`src/logic/sfdpt_pkg.sv`:
```
// Package for the discoverable-parameter table link: table bytes, opcodes, timing.
// Assumes a single 40 MHz system clock shared by both ends; serial link is logic-level.
package sfdpt_pkg;
    // Timing
    localparam int CLK_MHZ         = 40;
    localparam int DPD_ENTER_US    = 3;
    localparam int DPD_EXIT_US     = 10;
    localparam int SUSPEND_US      = 25;
    localparam int DPD_ENTER_CYC   = DPD_ENTER_US * CLK_MHZ;
    localparam int DPD_EXIT_CYC    = DPD_EXIT_US * CLK_MHZ;
    localparam int SUSPEND_CYC     = SUSPEND_US * CLK_MHZ;
    localparam int SCK_DIV         = 2;
    // Opcodes
    localparam logic [7:0] OP_READ_TABLE  = 8'h5A;
    localparam logic [7:0] OP_READ_STATUS = 8'h05;
    localparam logic [7:0] OP_DPD_ENTER   = 8'hB9;
    localparam logic [7:0] OP_DPD_EXIT    = 8'hAB;
    localparam logic [7:0] OP_RST_EN      = 8'h66;
    localparam logic [7:0] OP_RST_MEM     = 8'h99;
    localparam logic [7:0] OP_SUSPEND     = 8'hB0;
    localparam logic [7:0] OP_RESUME      = 8'h30;
    localparam logic [7:0] FILL           = 8'hFF;
    localparam int         STATUS_BUSY_BIT = 0;
    // Table base addresses
    localparam logic [23:0] MAP_BASE  = 24'h000100;
    localparam logic [23:0] MAP_LAST  = 24'h000117;
    localparam logic [23:0] VEND_BASE = 24'h000200;
    localparam logic [23:0] VEND_LAST = 24'h00024B;
    localparam logic [23:0] ADDR4_BASE = 24'h00006E;
    // Identity bytes: arbitrary neutral values
    localparam logic [7:0] ID_MAKER = 8'h5C;
    localparam logic [7:0] ID_TYPE  = 8'h11;
    localparam logic [7:0] ID_PART  = 8'h22;
    // Sector map 100H..117H
    localparam logic [7:0] MAP_ROM [0:23] = '{
        8'hFF, 8'h00, 8'h04, 8'hFF,
        8'hF3, 8'h7F, 8'h00, 8'h00,
        8'hF5, 8'h7F, 8'h00, 8'h00,
        8'hF9, 8'hFF, 8'h1D, 8'h00,
        8'hF5, 8'h7F, 8'h00, 8'h00,
        8'hF3, 8'h7F, 8'h00, 8'h00};
    // Vendor area 200H..24BH; supply-voltage bytes read as fill
    localparam logic [7:0] VEND_ROM [0:75] = '{
        ID_MAKER, ID_TYPE, ID_PART, 8'hFF,
        8'hB9, 8'hDF, 8'hFD, 8'hFF,
        8'hFF, 8'hFF, 8'hFF, 8'hFF,
        8'h32, 8'hFF, 8'h0A, 8'h12,
        8'h23, 8'h46, 8'hFF, 8'h0F,    // see RULE9
        8'h19, 8'h32, 8'h0F, 8'h19,    // see RULE9 see RULE11
        8'h19, 8'h03, 8'h0A, 8'hFF,    // see RULE10 see RULE11
        8'hFF, 8'hFF, 8'hFF, 8'hFF,
        8'h00, 8'h66, 8'h99, 8'h38,    // see RULE15
        8'hFF, 8'h05, 8'h01, 8'h35,
        8'h06, 8'h04, 8'h02, 8'h32,    // see RULE12
        8'hB0, 8'h30, 8'h72, 8'h42,    // see RULE12 see RULE13
        8'h8D, 8'hE8, 8'h98, 8'h88,    // see RULE13 see RULE14
        8'hA5, 8'h85, 8'hC0, 8'h9F,    // see RULE14
        8'hAF, 8'h5A, 8'hB9, 8'hAB,    // see RULE15
        8'h06, 8'hEC, 8'h06, 8'h0C,    // see RULE16
        8'h00, 8'h03, 8'h08, 8'h0B,    // see RULE17
        8'hFF, 8'hFF, 8'hFF, 8'hFF,
        8'hFF, 8'h07, 8'hFF, 8'hFF};   // see RULE18
    // Four-byte addressing bytes 6EH, 6FH
    localparam logic [7:0] ADDR4_EXIT  = 8'hC0;
    localparam logic [7:0] ADDR4_ENTER = 8'h80;
    // Device states
    typedef enum logic [2:0] {
        SFDPT_D_CMD   = 3'b000,
        SFDPT_D_ADDR  = 3'b001,
        SFDPT_D_DUMMY = 3'b010,
        SFDPT_D_DATA  = 3'b011,
        SFDPT_D_STAT  = 3'b100,
        SFDPT_D_IGN   = 3'b101
    } sfdpt_dev_state_t;
    // Host states
    typedef enum logic [2:0] {
        SFDPT_H_IDLE  = 3'b000,
        SFDPT_H_SHIFT = 3'b001,
        SFDPT_H_DONE  = 3'b010,
        SFDPT_H_WAIT  = 3'b011
    } sfdpt_host_state_t;
endpackage : sfdpt_pkg

```
`src/logic/sfdpt_link_if.sv`:
```
// Serial link between table device and host controller.
// Assumes both ends sit on the same clock; mode 0 single-bit signalling.
interface sfdpt_link_if;
    logic cs_n;   // Chip select, active low
    logic sck;    // Serial clock from host
    logic mosi;   // Host to device
    logic miso;   // Device to host
    modport dev  (input cs_n, input sck, input mosi, output miso);
    modport host (output cs_n, output sck, output mosi, input miso);
endinterface : sfdpt_link_if

```
`src/logic/sfdpt_device.sv`:
```
// Table device end: decodes serial commands and serves the parameter table.
// Assumes host drives mode 0 (sample on sck rise, shift on fall); pins pass
// two flip-flops before use.
// Functional notes
// RULE1: map header byte reads all ones
// RULE2: config id zero, region count four
// RULE3: region descriptor: erase bitmap, size field
// RULE4: five regions with documented codes and sizes
// RULE5: interface capability byte B9H
// RULE6: second capability byte DFH
// RULE7: protection capability byte FDH
// RULE8: typical times in plain hexadecimal
// RULE9: maximum times encoded; host times out
// RULE10: power-down enter 3us, exit 10us
// RULE11: suspend within 25us, reported 19H
// RULE12: program and suspend/resume opcodes listed
// RULE13: block protection opcodes listed
// RULE14: security ID opcodes listed
// RULE15: power-down opcodes and 66/99 reset
// RULE16: wrap burst opcodes, six dummy clocks
// RULE17: read 03H no dummy, 0BH eight
// RULE18: security ID size 07FFH
// RULE19: reserved vendor bytes read as ones
// RULE20: four-byte addressing unsupported
// RULE21: status bit 0 shows busy
// RULE22: table read returns ascending bytes
//
// Added by the designer: the address map and the address-and-strobe port.
module sfdpt_device (
    input  wire logic     clk,
    input  wire logic     rst,
    sfdpt_link_if.dev     link,
    input  wire logic     busy_in,
    output logic          dpd_active,
    output logic          in_reset
);
    typedef struct packed {
        logic [1:0]                 cs_s;
        logic [1:0]                 sck_s;
        logic [1:0]                 mosi_s;
        logic                       sck_d;
        sfdpt_pkg::sfdpt_dev_state_t st;
        logic [2:0]                 bitn;
        logic [7:0]                 shreg;
        logic [1:0]                 abyte;
        logic [23:0]                addr;
        logic [7:0]                 outb;
        logic                       miso;
        logic                       rst_armed;
        logic                       dpd;
        logic                       write_in_progress_flag;
        logic [9:0]                 dpd_cnt;
        logic                       rst_pend;
    } sfdpt_dev_s_t;

    sfdpt_dev_s_t s;
    sfdpt_dev_s_t next_s;

    // Table lookup; unmapped and reserved bytes read as ones
    function automatic logic [7:0] table_byte(input logic [23:0] a);
        logic [23:0] o;
        o = 24'h0;
        table_byte = sfdpt_pkg::FILL;                          // see RULE19
        if (a >= sfdpt_pkg::MAP_BASE && a <= sfdpt_pkg::MAP_LAST) begin
            o = a - sfdpt_pkg::MAP_BASE;
            table_byte = sfdpt_pkg::MAP_ROM[o[4:0]];           // see RULE1 see RULE2 see RULE3 see RULE4
        end else if (a >= sfdpt_pkg::VEND_BASE && a <= sfdpt_pkg::VEND_LAST) begin
            o = a - sfdpt_pkg::VEND_BASE;
            table_byte = sfdpt_pkg::VEND_ROM[o[6:0]];          // see RULE5 see RULE6 see RULE7 see RULE8
        end else if (a == sfdpt_pkg::ADDR4_BASE) begin
            table_byte = sfdpt_pkg::ADDR4_EXIT;                // see RULE20
        end else if (a == sfdpt_pkg::ADDR4_BASE + 24'h1) begin
            table_byte = sfdpt_pkg::ADDR4_ENTER;               // see RULE20
        end
    endfunction : table_byte

    logic cs_act;
    logic rise;
    logic fall;
    logic bit_in;
    logic [7:0] byte_in;

    // Edge detect on synchronised copies only
    always_comb begin
        cs_act  = ~s.cs_s[1];
        rise    = s.sck_s[1] & ~s.sck_d;
        fall    = ~s.sck_s[1] & s.sck_d;
        bit_in  = s.mosi_s[1];
        byte_in = {s.shreg[6:0], bit_in};
    end

    // Command decode and shift engine
    always_comb begin
        next_s        = s;
        next_s.cs_s   = {s.cs_s[0], link.cs_n};
        next_s.sck_s  = {s.sck_s[0], link.sck};
        next_s.mosi_s = {s.mosi_s[0], link.mosi};
        next_s.sck_d  = s.sck_s[1];
        next_s.write_in_progress_flag    = busy_in | s.dpd_cnt != 10'h000;
        if (s.dpd_cnt != 10'h000) begin
            next_s.dpd_cnt = s.dpd_cnt - 10'h001;             // see RULE10
        end
        next_s.rst_pend = 1'b0;
        if (!cs_act) begin
            next_s.st   = sfdpt_pkg::SFDPT_D_CMD;
            next_s.bitn = 3'h0;
            next_s.miso = 1'b0;
        end else if (rise) begin
            next_s.shreg = byte_in;
            next_s.bitn  = s.bitn + 3'h1;
            if (s.bitn == 3'h7) begin
                case (s.st)
                    sfdpt_pkg::SFDPT_D_CMD: begin
                        next_s.st = sfdpt_pkg::SFDPT_D_IGN;
                        next_s.rst_armed = 1'b0;
                        if (s.dpd) begin
                            if (byte_in == sfdpt_pkg::OP_DPD_EXIT) begin
                                next_s.dpd = 1'b0;             // see RULE15
                                next_s.dpd_cnt = 10'(sfdpt_pkg::DPD_EXIT_CYC);
                            end
                        end else begin
                            case (byte_in)
                                sfdpt_pkg::OP_READ_TABLE: begin
                                    next_s.st    = sfdpt_pkg::SFDPT_D_ADDR;
                                    next_s.abyte = 2'h0;
                                end
                                sfdpt_pkg::OP_READ_STATUS: begin
                                    next_s.st   = sfdpt_pkg::SFDPT_D_STAT;
                                    next_s.outb = {7'h00, s.write_in_progress_flag}; // see RULE21
                                end
                                sfdpt_pkg::OP_DPD_ENTER: begin
                                    next_s.dpd = 1'b1;         // see RULE15
                                    next_s.dpd_cnt = 10'(sfdpt_pkg::DPD_ENTER_CYC);
                                end
                                sfdpt_pkg::OP_RST_EN: begin
                                    next_s.rst_armed = 1'b1;   // see RULE15
                                end
                                sfdpt_pkg::OP_RST_MEM: begin
                                    next_s.rst_pend = s.rst_armed;
                                end
                                default: begin
                                    next_s.st = sfdpt_pkg::SFDPT_D_IGN;
                                end
                            endcase
                        end
                    end
                    sfdpt_pkg::SFDPT_D_ADDR: begin
                        next_s.addr  = {s.addr[15:0], byte_in};
                        next_s.abyte = s.abyte + 2'h1;
                        if (s.abyte == 2'h2) begin
                            next_s.st = sfdpt_pkg::SFDPT_D_DUMMY;
                        end
                    end
                    sfdpt_pkg::SFDPT_D_DUMMY: begin
                        next_s.st   = sfdpt_pkg::SFDPT_D_DATA;
                        next_s.outb = table_byte(s.addr);      // see RULE22
                    end
                    sfdpt_pkg::SFDPT_D_DATA: begin
                        next_s.addr = s.addr + 24'h1;          // see RULE22
                        next_s.outb = table_byte(s.addr + 24'h1);
                    end
                    sfdpt_pkg::SFDPT_D_STAT: begin
                        next_s.outb = {7'h00, s.write_in_progress_flag};
                    end
                    default: begin
                        next_s.st = sfdpt_pkg::SFDPT_D_IGN;
                    end
                endcase
            end
        end else if (fall) begin
            // Drive data on falling edge so host samples a stable bit
            if (s.st == sfdpt_pkg::SFDPT_D_DATA || s.st == sfdpt_pkg::SFDPT_D_STAT) begin
                next_s.miso = s.outb[3'h7 - s.bitn];
            end
        end
        if (s.rst_pend) begin
            next_s.dpd       = 1'b0;
            next_s.rst_armed = 1'b0;
        end
    end

    always_ff @(posedge clk) begin
        if (rst) begin
            s <= '{cs_s: 2'h3, sck_s: 2'h0, mosi_s: 2'h0, sck_d: 1'b0,
                   st: sfdpt_pkg::SFDPT_D_CMD, bitn: 3'h0, shreg: 8'h00,
                   abyte: 2'h0, addr: 24'h0, outb: 8'h00, miso: 1'b0,
                   rst_armed: 1'b0, dpd: 1'b0, write_in_progress_flag: 1'b0, dpd_cnt: 10'h000,
                   rst_pend: 1'b0};
        end else begin
            s <= next_s;
        end
    end

    assign link.miso  = s.miso;
    assign dpd_active = s.dpd;
    assign in_reset   = s.rst_pend;
endmodule : sfdpt_device

```
`src/flat_wrapper.sv`:
```
// flat-port wrapper written by rule: the top's interface ports become plain ports
module sfdpt_device_flat 
  (clk, rst, busy_in, dpd_active, in_reset, link_cs_n, link_sck, link_mosi, link_miso);
  sfdpt_link_if link_i ();
  input  wire logic clk;
  input  wire logic rst;
  input  wire logic busy_in;
  output logic dpd_active;
  output logic in_reset;
  input wire logic [$bits(link_i.cs_n)-1:0] link_cs_n;
  input wire logic [$bits(link_i.sck)-1:0] link_sck;
  input wire logic [$bits(link_i.mosi)-1:0] link_mosi;
  output wire logic [$bits(link_i.miso)-1:0] link_miso;
  assign link_i.cs_n = link_cs_n;
  assign link_i.sck = link_sck;
  assign link_i.mosi = link_mosi;
  assign link_miso = link_i.miso;
  sfdpt_device u_core (.clk(clk), .rst(rst), .link(link_i), .busy_in(busy_in), .dpd_active(dpd_active), .in_reset(in_reset));
endmodule
```
`config.mk`:
```
export PLATFORM = sky130hd
export DESIGN_NAME = sfdpt_device_flat
export DESIGN_NICKNAME = d
export VERILOG_FILES = /design/src/logic/sfdpt_pkg.sv /design/src/logic/sfdpt_link_if.sv /design/src/logic/sfdpt_device.sv /design/src/flat_wrapper.sv
export SDC_FILE = /design/constraint.sdc
export NUM_CORES = 1
export LEC_CHECK = 0
export BUFFER_PORTS_ARGS = -buffer_cell sky130_fd_sc_hd__buf_2
export CAP_MARGIN = 15
export CORE_UTILIZATION = 48
export CTS_CLUSTER_SIZE = 8
export DETAILED_ROUTE_END_ITERATION = 10
export GPL_ROUTABILITY_DRIVEN = 0
export GPL_TIMING_DRIVEN = 1
export PLACE_DENSITY = 0.68
export SYNTH_ARGS = -nofsm -noshare
export SYNTH_HDL_FRONTEND = slang
export SYNTH_SLANG_ARGS = --single-unit
```
`constraint.sdc`:
```
create_clock -name clk -period 7.4 [get_ports clk]
set_clock_uncertainty 0.1 [all_clocks]
set_input_delay 0.74 -clock clk [delete_from_list [all_inputs] [get_ports clk]]
set_output_delay 0.74 -clock clk [all_outputs]
set_load 0.1 [all_outputs]
```
==> results by group, run 1 <==
Status
  – Status: finished, final reports clean

Global routing
  – Initial antenna violation count: 0
  – Overall routing resource usage: 29.2%
  – Total grt overflow: 0
  – Largest net degree at the start of global routing: 62
  – Vias in the first global route: 5,985
  – First-pass GRT wire length: 31,500 microns

Yosys
  – Seq/Total Area, Yosys: 21.8%
  – Async set or reset register ratio after synthesis: 0%
  – Post-synth EDFFs: 0
  – Syn Area/Cell: 6.93 sq um
  – Synth unique cells: 82
  – Mapped Cells: 916
  – Synth Register Bits: 69
  – Syn_nets: 937
  – Synthesis Warnings: 0
  – Synth Cell Area: 6350 sq um
  – Post-synth top flop: dfxtp_1

Setup path
  – Slowest stage delay, CP: 0.87 ns
  – Worst setup SP type: register
  – Buf/Inv on CP: 1
  – R2r setup slk: 3.37 ns
  – FF-to-FF End: u_core.s[15]
  – Critical-path cell list: ha_1 > nand3_1 > nor4_1 > buf_4 > o2111a_1 > o211ai_1 > nor4_2 > o21ai_1 > a41o_1
  – Worst EP arrival: 4.16 ns
  – Kind of cell adding the most delay to the critical path: simple AND/OR/NAND/NOR gates
  – Critical path capture point type: register
  – Worst r2r src: u_core.s[24]
  – R2r worst-path depth: 9
  – Worst-path maximum fanout: 24
  – Setup CP Type: reg2reg
  – Worst Path Required: 7.53 ns
  – Critical path's slowest cell: dfxtp_1

Clock network
  – Worst-path clk slew: 0.06 ns
  – Clk sink count: 69
  – Post-CTS Resized: 0
  – H-tree depth: 3
  – Hold-fix buffers, CTS: 0
  – Setup Buffers After CTS: 0
  – Clk root buf: clkbuf_16
  – Buffer depth of the longest clock path: 2
  – CTS tree: done
  – Worst-Skew Late Latency: 0.34 ns
  – CTS buffer count: 9

Place
  – Post-detail-place hpwl: 13,000 microns
  – Number of port buffers: 8
  – Post-place setup slack: 3.50 ns

Layout
  – # diodes: 0
  – Most frequent cells in the layout: nand2_1 (95), nor2_1 (90), a21oi_1 (79), dfxtp_1 (68), o21ai_0 (64)
  – Layout area overhead: 4.77%
  – Share of cells above drive strength 1: 7.29%
  – Fin nets: 880
  – Commonest non-fill, non-tap cell in the layout: nand2_1

Power and ir drop
  – Total Power: 0.968 mW
  – Pwr Density: 145 nW/um^2
  – VDD IR max: 194 uV
  – Pleak: 2.13 nW

Detailed routing
  – Routed Antenna Nets: 0
  – Wirelength, routed: 19,500 microns
  – Drt wl/cell: 18.9 microns
  – Detailed-route vias per instance: 6.77
  – Initial DRC count: 1,126
  – DRC: 0
  – Via count: 7,016
  – First-pass DRT Iterations: 8

Min path
  – HP Class: reg2reg
  – Hold Path Sink: u_core.s[69]
  – Hold Crit Depth: 1
  – Hold_sp: u_core.next_s[69]

Timing
  – Hold Violations, Final: 0
  – Maximum clock frequency: 248 MHz
  – Setup tns final: 0 ns
  – Fin crit share: 54.5%
  – RSZ-0062 raised after global routing: false
  – Actual slew at the worst max-slew pin: 1.27 ns
  – Post-layout min period: 4.03 ns
  – Post-route worst setup slack: 3.37 ns
  – Slew Viols, Final: 0
  – Final setup viols: 0
  – Hold slack: 0.306 ns
  – Worst slew margin: 15.3%

Floorplanning
  – Boundary Pins: 9
  – Die H: 117 microns
  – Initial Util: 49.7%
  – Core area: 12,800 sq um
  – Die X: 117 microns
  – Row cnt: 41
  – DIE AREA: 13,700 sq um

Job
  – # Max-Cap Violations: 0
[registers in the layout, indices dropped and copies added, names as in the netlist]
| register | count |
|---|---|
| u_core.s | 54 |
| u_core.byte_in | 7 |
| u_core.next_s | 4 |
| u_core.bit_in | 1 |
| u_core.dpd_active | 1 |
| u_core.in_reset | 1 |
| u_core.link.miso | 1 |
[worst register-to-register path, cell delays in order (launching register included)]
cell and delay [ns]:
dfxtp_1 0.87, ha_1 0.44, nand3_1 0.29, nor4_1 0.35
buf_4 0.22, o2111a_1 0.20, o211ai_1 0.14, nor4_2 0.79
o21ai_1 0.22, a41o_1 0.28
[layout make-up]
cell class / instances / area [sq um]
multi-input cells: 738 / 4540
inverters: 20 / 75.1
flip-flops and latches: 69 / 1380
well taps: 172 / 215
fillers: 1261 / 6120
repair buffers: 21 / 138
clock inverters: 5 / 58.8
clock buffers: 11 / 243
[Yosys cell counts (9+ instances only)]
cell | count | area share (%)
clkbuf_1 | 70 | 4.1
a211oi_1 | 22 | 2.6
nand2_1 | 95 | 5.6
and2_1 | 10 | 0.99
nor3_1 | 30 | 2.4
nand2b_1 | 15 | 1.5
dfxtp_1 | 69 | 22
xnor2_1 | 18 | 2.5
nand3_1 | 27 | 2.1
or2_2 | 10 | 0.99
a31oi_1 | 17 | 1.7
nor2b_1 | 21 | 2.1
o211ai_1 | 20 | 2.4
nor2_1 | 90 | 5.3
o221ai_1 | 10 | 1.4
inv_1 | 16 | 0.95
o22ai_1 | 13 | 1.3
a221oi_1 | 9 | 1.2
or3_1 | 9 | 0.89
ha_1 | 15 | 3.0
o21ai_0 | 64 | 5.0
nor4_1 | 10 | 0.99
a21oi_1 | 79 | 6.2
[power breakdown]
part / leakage, nW / switching, mW / total (mW) / internal (mW)
Combinational: 1.43 / 0.0637 / 0.123 / 0.0598
Clock: 0.142 / 0.163 / 0.433 / 0.270
Sequential: 0.560 / 0.0174 / 0.411 / 0.394
Total: 2.13 / 0.244 / 0.968 / 0.724
[routing by layer]
metal  global-route usage (%)  up-vias  part of all wire, %
met5                        0        -                    0
met4                     11.3        0                  2.4
met3                     5.92       46                  9.4
met2                     43.5      396                   44
met1                     41.3     3274                   44
li1                         -     3300                    -
[how the worst max path moves through the flow]
stage	startpoint	to	slack (ns)	cells past startpoint
finish	u_core.s[24]	u_core.s[15]	3.37	9
global route	u_core.s[24]	u_core.s[21]	3.16	9
CTS	u_core.s[24]	u_core.s[15]	3.48	9
detailed placement	u_core.s[24]	u_core.s[15]	3.50	9
global placement	u_core.s[24]	u_core.s[15]	3.56	10
floorplan	u_core.s[25]	u_core.s[20]	3.82	14
[stage by stage]
step           std cells  utilization (%)  instance area [sq um]
2_1_floorplan        916                -                   6350
3_3_place_gp        1020             49.7                   6350
3_5_place_dp        1020             49.7                   6350
4_1_cts             1036             52.1                   6650
5_1_grt             1036             52.1                   6650
6_report            1036             52.1                   6650
[kinds of logic (layout without fill, tap and decap cells)]
group	after synthesis	after routing	share of synthesized area [%]
buffers and inverters	109	57	6.86
multiplexers	12	12	2.50
AND/OR/NAND/NOR	362	362	28.5
AO/OA/AOI/OAI	326	326	34.3
adder cells (fa/ha/maj)	15	15	2.96
flip-flops	69	69	21.8
XOR/XNOR	23	23	3.17
(Power assumes the default switching activity.)
==> inputs of run 2 (changes only) <==
- clock period: 7.4 -> 3.8 ns (I/O delays scaled with it)
==> run 2 against run 1 <==
  * Critical path depth up 2
  * Design area up 2.4%
  * Clock-buffer cell count unchanged
  * Worst setup slack worse by 3.0 ns
  * Worst hold slack worse by 0.17 ns
  * Non-clock buffer count up 18
  * Via count up 1.6%
  * Largest cell class unchanged
  * Clock power up 110%
==> results by group, run 2 (synthesis gave the netlist of run 1 again) <==
Clock network
  – CTS buffer count: 9
  – Worst-Skew Late Latency: 0.33 ns
  – Hold-fix buffers, CTS: 0
  – Clk sink count: 69
  – H-tree depth: 3
  – CTS tree: done
  – Buffer depth of the longest clock path: 2
  – Post-CTS Resized: 0
  – Setup Buffers After CTS: 0
  – Worst-path clk slew: 0.06 ns
  – Clk root buf: clkbuf_16

Detailed routing
  – First-pass DRT Iterations: 5
  – Detailed-route vias per instance: 6.76
  – Routed Antenna Nets: 0
  – Initial DRC count: 1,216
  – DRC: 0
  – Wirelength, routed: 20,100 microns
  – Drt wl/cell: 19.1 microns
  – Via count: 7,127

Power and ir drop
  – Pleak: 2.24 nW
  – VDD IR max: 326 uV
  – Pwr Density: 286 nW/um^2

Timing
  – Fin crit share: 91.3%
  – Worst slew margin: 38.5%
  – Final setup viols: 0
  – Post-layout min period: 3.47 ns
  – Slew Viols, Final: 0
  – RSZ-0062 raised after global routing: false
  – Actual slew at the worst max-slew pin: 0.922 ns
  – Maximum clock frequency: 288 MHz
  – Setup tns final: 0 ns
  – Hold slack: 0.132 ns
  – Hold Violations, Final: 0

Floorplanning
  – Die X: 117 microns
  – DIE AREA: 13,700 sq um
  – Initial Util: 49.7%
  – Core area: 12,800 sq um
  – Die H: 117 microns
  – Row cnt: 41
  – Boundary Pins: 9

Layout
  – Fin nets: 898
  – Max reg flops: 54
  – Commonest non-fill, non-tap cell in the layout: nand2_1
  – # diodes: 0
  – Share of cells above drive strength 1: 9.18%
  – Most flops, register: u_core.s
  – Layout area overhead: 7.29%
  – Most frequent cells in the layout: nand2_1 (95), nor2_1 (90), a21oi_1 (79), dfxtp_1 (68), o21ai_0 (64)

Setup path
  – Setup CP Type: reg2reg
  – Worst r2r src: u_core.s[25]
  – R2r setup slk: 0.33 ns
  – Worst setup SP type: register
  – Critical path endpoint: u_core.s[20]
  – Worst EP arrival: 3.61 ns
  – Critical path launch point: u_core.s[25]
  – Worst Path Required: 3.94 ns
  – Critical path capture point type: register
  – R2r worst-path depth: 11
  – Worst-path maximum fanout: 26
  – FF-to-FF End: u_core.s[20]

Global routing
  – Total grt overflow: 0
  – Largest net degree at the start of global routing: 48
  – Overall routing resource usage: 30.4%
  – Vias in the first global route: 6,288
  – First-pass GRT wire length: 33,000 microns
  – Initial antenna violation count: 0

Status
  – Status: finished, final reports clean

Min path
  – HP Class: in2reg

Place
  – Number of port buffers: 8
  – Post-detail-place hpwl: 13,800 microns

Job
  – # Max-Cap Violations: 0
## run 2: changes by cell type in the layout (fill, tap and decap cells not counted)
cell | before | now
bufinv_16 | 1 | 2
inv_6 | 1 | 0
clkinv_4 | 0 | 1
buf_4 | 13 | 31
clkinv_2 | 1 | 0
## run 2: through the flow
step / util [%] / power [mW] / instance area, sq um / setup WS [ns] / cells
3_5_place_dp: 50.8 / 1.06 / 6490 / 0.423 / 1038
2_1_floorplan: - / 1.02 / 6350 / 0.220 / 916
6_report: 53.3 / 1.95 / 6810 / 0.332 / 1054
5_1_grt: 53.3 / 2.03 / 6810 / 0.112 / 1054
3_3_place_gp: 50.8 / 1.05 / 6490 / 0.531 / 1038
4_1_cts: 53.3 / 1.96 / 6810 / 0.409 / 1054
## run 2: power breakdown
| part | switching (mW) | internal (mW) |
|---|---|---|
| clock | 0.312 | 0.593 |
| combinational | 0.125 | 0.117 |
| sequential | 0.0352 | 0.767 |
| total | 0.472 | 1.48 |
## run 2: critical path: stages (launching register included)
cell and delay (ns):
dfxtp_1 0.49, clkinv_1 0.35, ha_1 0.63, buf_4 0.34
nand2_1 0.13, o21bai_1 0.16, a211oi_1 0.09, a32oi_1 0.21
o211ai_1 0.13, a21o_1 0.19, a211o_1 0.28, a311oi_1 0.26
## run 2: final cells by class
cell class / instances / area (sq um)
clock buffers: 11 / 243
clock inverters: 5 / 83.8
fillers: 1239 / 5960
inverters: 20 / 75.1
multi-input cells: 738 / 4540
flip-flops and latches: 69 / 1380
well taps: 172 / 215
repair buffers: 39 / 273
## run 2: worst min-delay path by stage
| stage | endpoint | slack, ns | cells after the start | start |
|---|---|---|---|---|
| after floorplan | u_core.s[69] | 0.29 | 1 | u_core.next_s[69] |
| after global placement | u_core.s[69] | 0.29 | 1 | u_core.next_s[69] |
| after detailed placement | u_core.s[69] | 0.31 | 1 | u_core.next_s[69] |
| after CTS | u_core.next_s[69] | 0.13 | 2 | link_cs_n |
| after global routing | u_core.next_s[69] | 0.15 | 2 | link_cs_n |
| final | u_core.next_s[69] | 0.13 | 2 | link_cs_n |
## run 2: layer usage
| metal | routed length (microns) | up-vias | track usage [%] | share of wire [%] |
|---|---|---|---|---|
| met5 | 0 | - | 0 | 0 |
| met4 | 767 | 0 | 13.9 | 3.8 |
| met3 | 1650 | 68 | 4.74 | 8.2 |
| met2 | 8770 | 416 | 46.1 | 44 |
| met1 | 8950 | 3292 | 42.3 | 44 |
| li1 | - | 3351 | - | - |
==> inputs of run 3 (changes only) <==
- CORE_ASPECT_RATIO: not set -> 0.8
- PLACE_DENSITY: 0.68 -> 0.71
- SKIP_CTS_REPAIR_TIMING: not set -> 1
- clock period: 3.8 -> 3.1 ns (I/O delays scaled with it)
==> run 3 against run 2 <==
  * Final cell count rose by 3.7%
  * Clock power rose by 5.2%
  * Register-to-register slack got worse by 0.19 ns
  * Wire length rose by 5.9%
  * Via count rose by 3.0%
  * Design area rose by 4.5%
  * Core utilization rose by 2.0 points
  * Combinational power rose by 25%
  * Worst hold slack got worse by 0.082 ns
  * Non-clock buffer count rose by 36
  * Worst setup slack got worse by 0.19 ns
  * Global-route usage rose by 1.4 points
==> results by group, run 3 (synthesis gave the netlist of run 1 again) <==
Floorplanning
  – Core area: 12,900 sq um
  – Row cnt: 37
  – Initial Util: 49.3%
  – Die X: 131 microns
  – DIE AREA: 13,700 sq um
  – Die H: 105 microns
  – Boundary Pins: 9

Place
  – Post-place setup slack: 0.0892 ns
  – Post-detail-place hpwl: 15,100 microns
  – Number of port buffers: 8

Detailed routing
  – First-pass DRT Iterations: 6
  – Initial DRC count: 1,191
  – Drt wl/cell: 19.5 microns
  – Wirelength, routed: 21,300 microns
  – Routed Antenna Nets: 0
  – Via count: 7,339
  – Detailed-route vias per instance: 6.71
  – DRC: 0

Layout
  – Most frequent cells in the layout: nand2_1 (95), nor2_1 (90), a21oi_1 (79), dfxtp_1 (66), o21ai_0 (64)
  – Most flops, register: u_core.s
  – Layout area overhead: 12.1%
  – Max reg flops: 54
  – Final core occ: 55.3%
  – # diodes: 0
  – Fillers: 1,240
  – Commonest non-fill, non-tap cell in the layout: nand2_1
  – Fin nets: 934
  – Share of cells above drive strength 1: 14.4%

Setup path
  – Critical path capture point type: register
  – Worst Path Required: 3.23 ns
  – Worst setup SP type: register
  – Worst EP arrival: 3.09 ns
  – Setup CP Type: reg2reg
  – R2r setup slk: 0.14 ns
  – Worst-path maximum fanout: 12

Timing
  – Fin crit share: 95.5%
  – Final setup viols: 0
  – Post-route worst setup slack: 0.141 ns
  – Maximum clock frequency: 338 MHz
  – Hold Violations, Final: 0
  – RSZ-0062 raised after global routing: false
  – Worst slew margin: 51.9%
  – Post-layout min period: 2.96 ns
  – Slew Viols, Final: 0
  – Setup tns final: 0 ns
  – Actual slew at the worst max-slew pin: 0.722 ns

Global routing
  – Initial antenna violation count: 0
  – Overall routing resource usage: 31.8%
  – Largest net degree at the start of global routing: 51
  – Vias in the first global route: 6,423
  – First-pass GRT wire length: 34,300 microns
  – Met3 Use GR: 12.1%
  – Total grt overflow: 0
  – Global routing usage on met2: 42.8%
  – Global-route met1 utilization: 47.0%
  – Busiest grt layer: met1

Clock network
  – Worst-path clk slew: 0.06 ns
  – H-tree depth: 3
  – Worst-Skew Late Latency: 0.34 ns
  – Clk sink count: 69
  – Buffer depth of the longest clock path: 2
  – Clk root buf: clkbuf_16
  – CTS buffer count: 9
  – CTS tree: done

Job
  – # Max-Cap Violations: 0

Power and ir drop
  – Internal power: 1.63 mW
  – P_sw: 0.614 mW
  – Pwr Density: 315 nW/um^2
  – Clock network power share: 42.5%
  – Total Power: 2.24 mW
  – Gate power share: 13.5%
  – Sequential power share: 44.0%
  – Pleak: 2.39 nW
  – VDD IR max: 346 uV
  – Switching share of power: 27.4%

Status
  – Status: finished, final reports clean

Min path
  – HP Class: in2reg
run 3: cell count changes in the layout (fill, tap and decap cells not counted), moves of 3 or more:
cell	change
buf_4	+32
clkinv_2	+3
ha_1	-4
ha_2	+3
run 3: per-stage QoR:
stage | cell area (sq um) | cells | hold slack, ns
global route | 7120 | 1093 | 0.0481
floorplan | 6360 | 916 | 0.289
detailed placement | 6770 | 1074 | 0.294
global placement | 6770 | 1074 | 0.291
finish | 7120 | 1093 | 0.0501
CTS | 7050 | 1090 | 0.0393
run 3: worst max-delay path: stages, from the launching register on:
cell,delay [ns]
dfxtp_1,0.41
nand2_1,0.17
or4_4,0.65
nor4_2,0.36
o22ai_1,0.12
nor4_1,0.27
and3_2,0.30
o21ai_0,0.19
a31o_1,0.28
run 3: layer usage:
layer  share of wire, %  vias up
met2                 40      530
met4                2.3        0
met3                 14       71
met5                  0        -
li1                   -     3417
met1                 43     3321
run 3: layout make-up:
cell class | count | area, sq um | share of cell area, %
Inverter | 20 | 83.8 | 1.18
Timing Repair Buffer | 75 | 576 | 8.08
Clock inverter | 7 | 51.3 | 0.721
Tap cell | 175 | 219 | 3.08
Multi-Input combinational cell | 738 | 4580 | 64.3
Sequential cell | 69 | 1390 | 19.5
Clock buffer | 9 | 225 | 3.16
run 3: power by group through the flow:
stage	Clock [mW]	Sequential, mW	Combinational [mW]
after floorplan	0	0.991	0.258
after global placement	0	1.00	0.289
after detailed placement	0	1.00	0.298
after CTS	0.968	0.984	0.303
after global routing	1.01	0.992	0.342
final	0.952	0.985	0.303
run 3: worst paths after layout:
check,from,end,depth (start not counted)
setup / recovery,u_core.s[24],u_core.s[21],8
hold / removal,link_cs_n,u_core.next_s[69],2
setup reg to reg,u_core.s[24],u_core.s[21],8
hold reg to reg,u_core.next_s[69],u_core.s[69],1
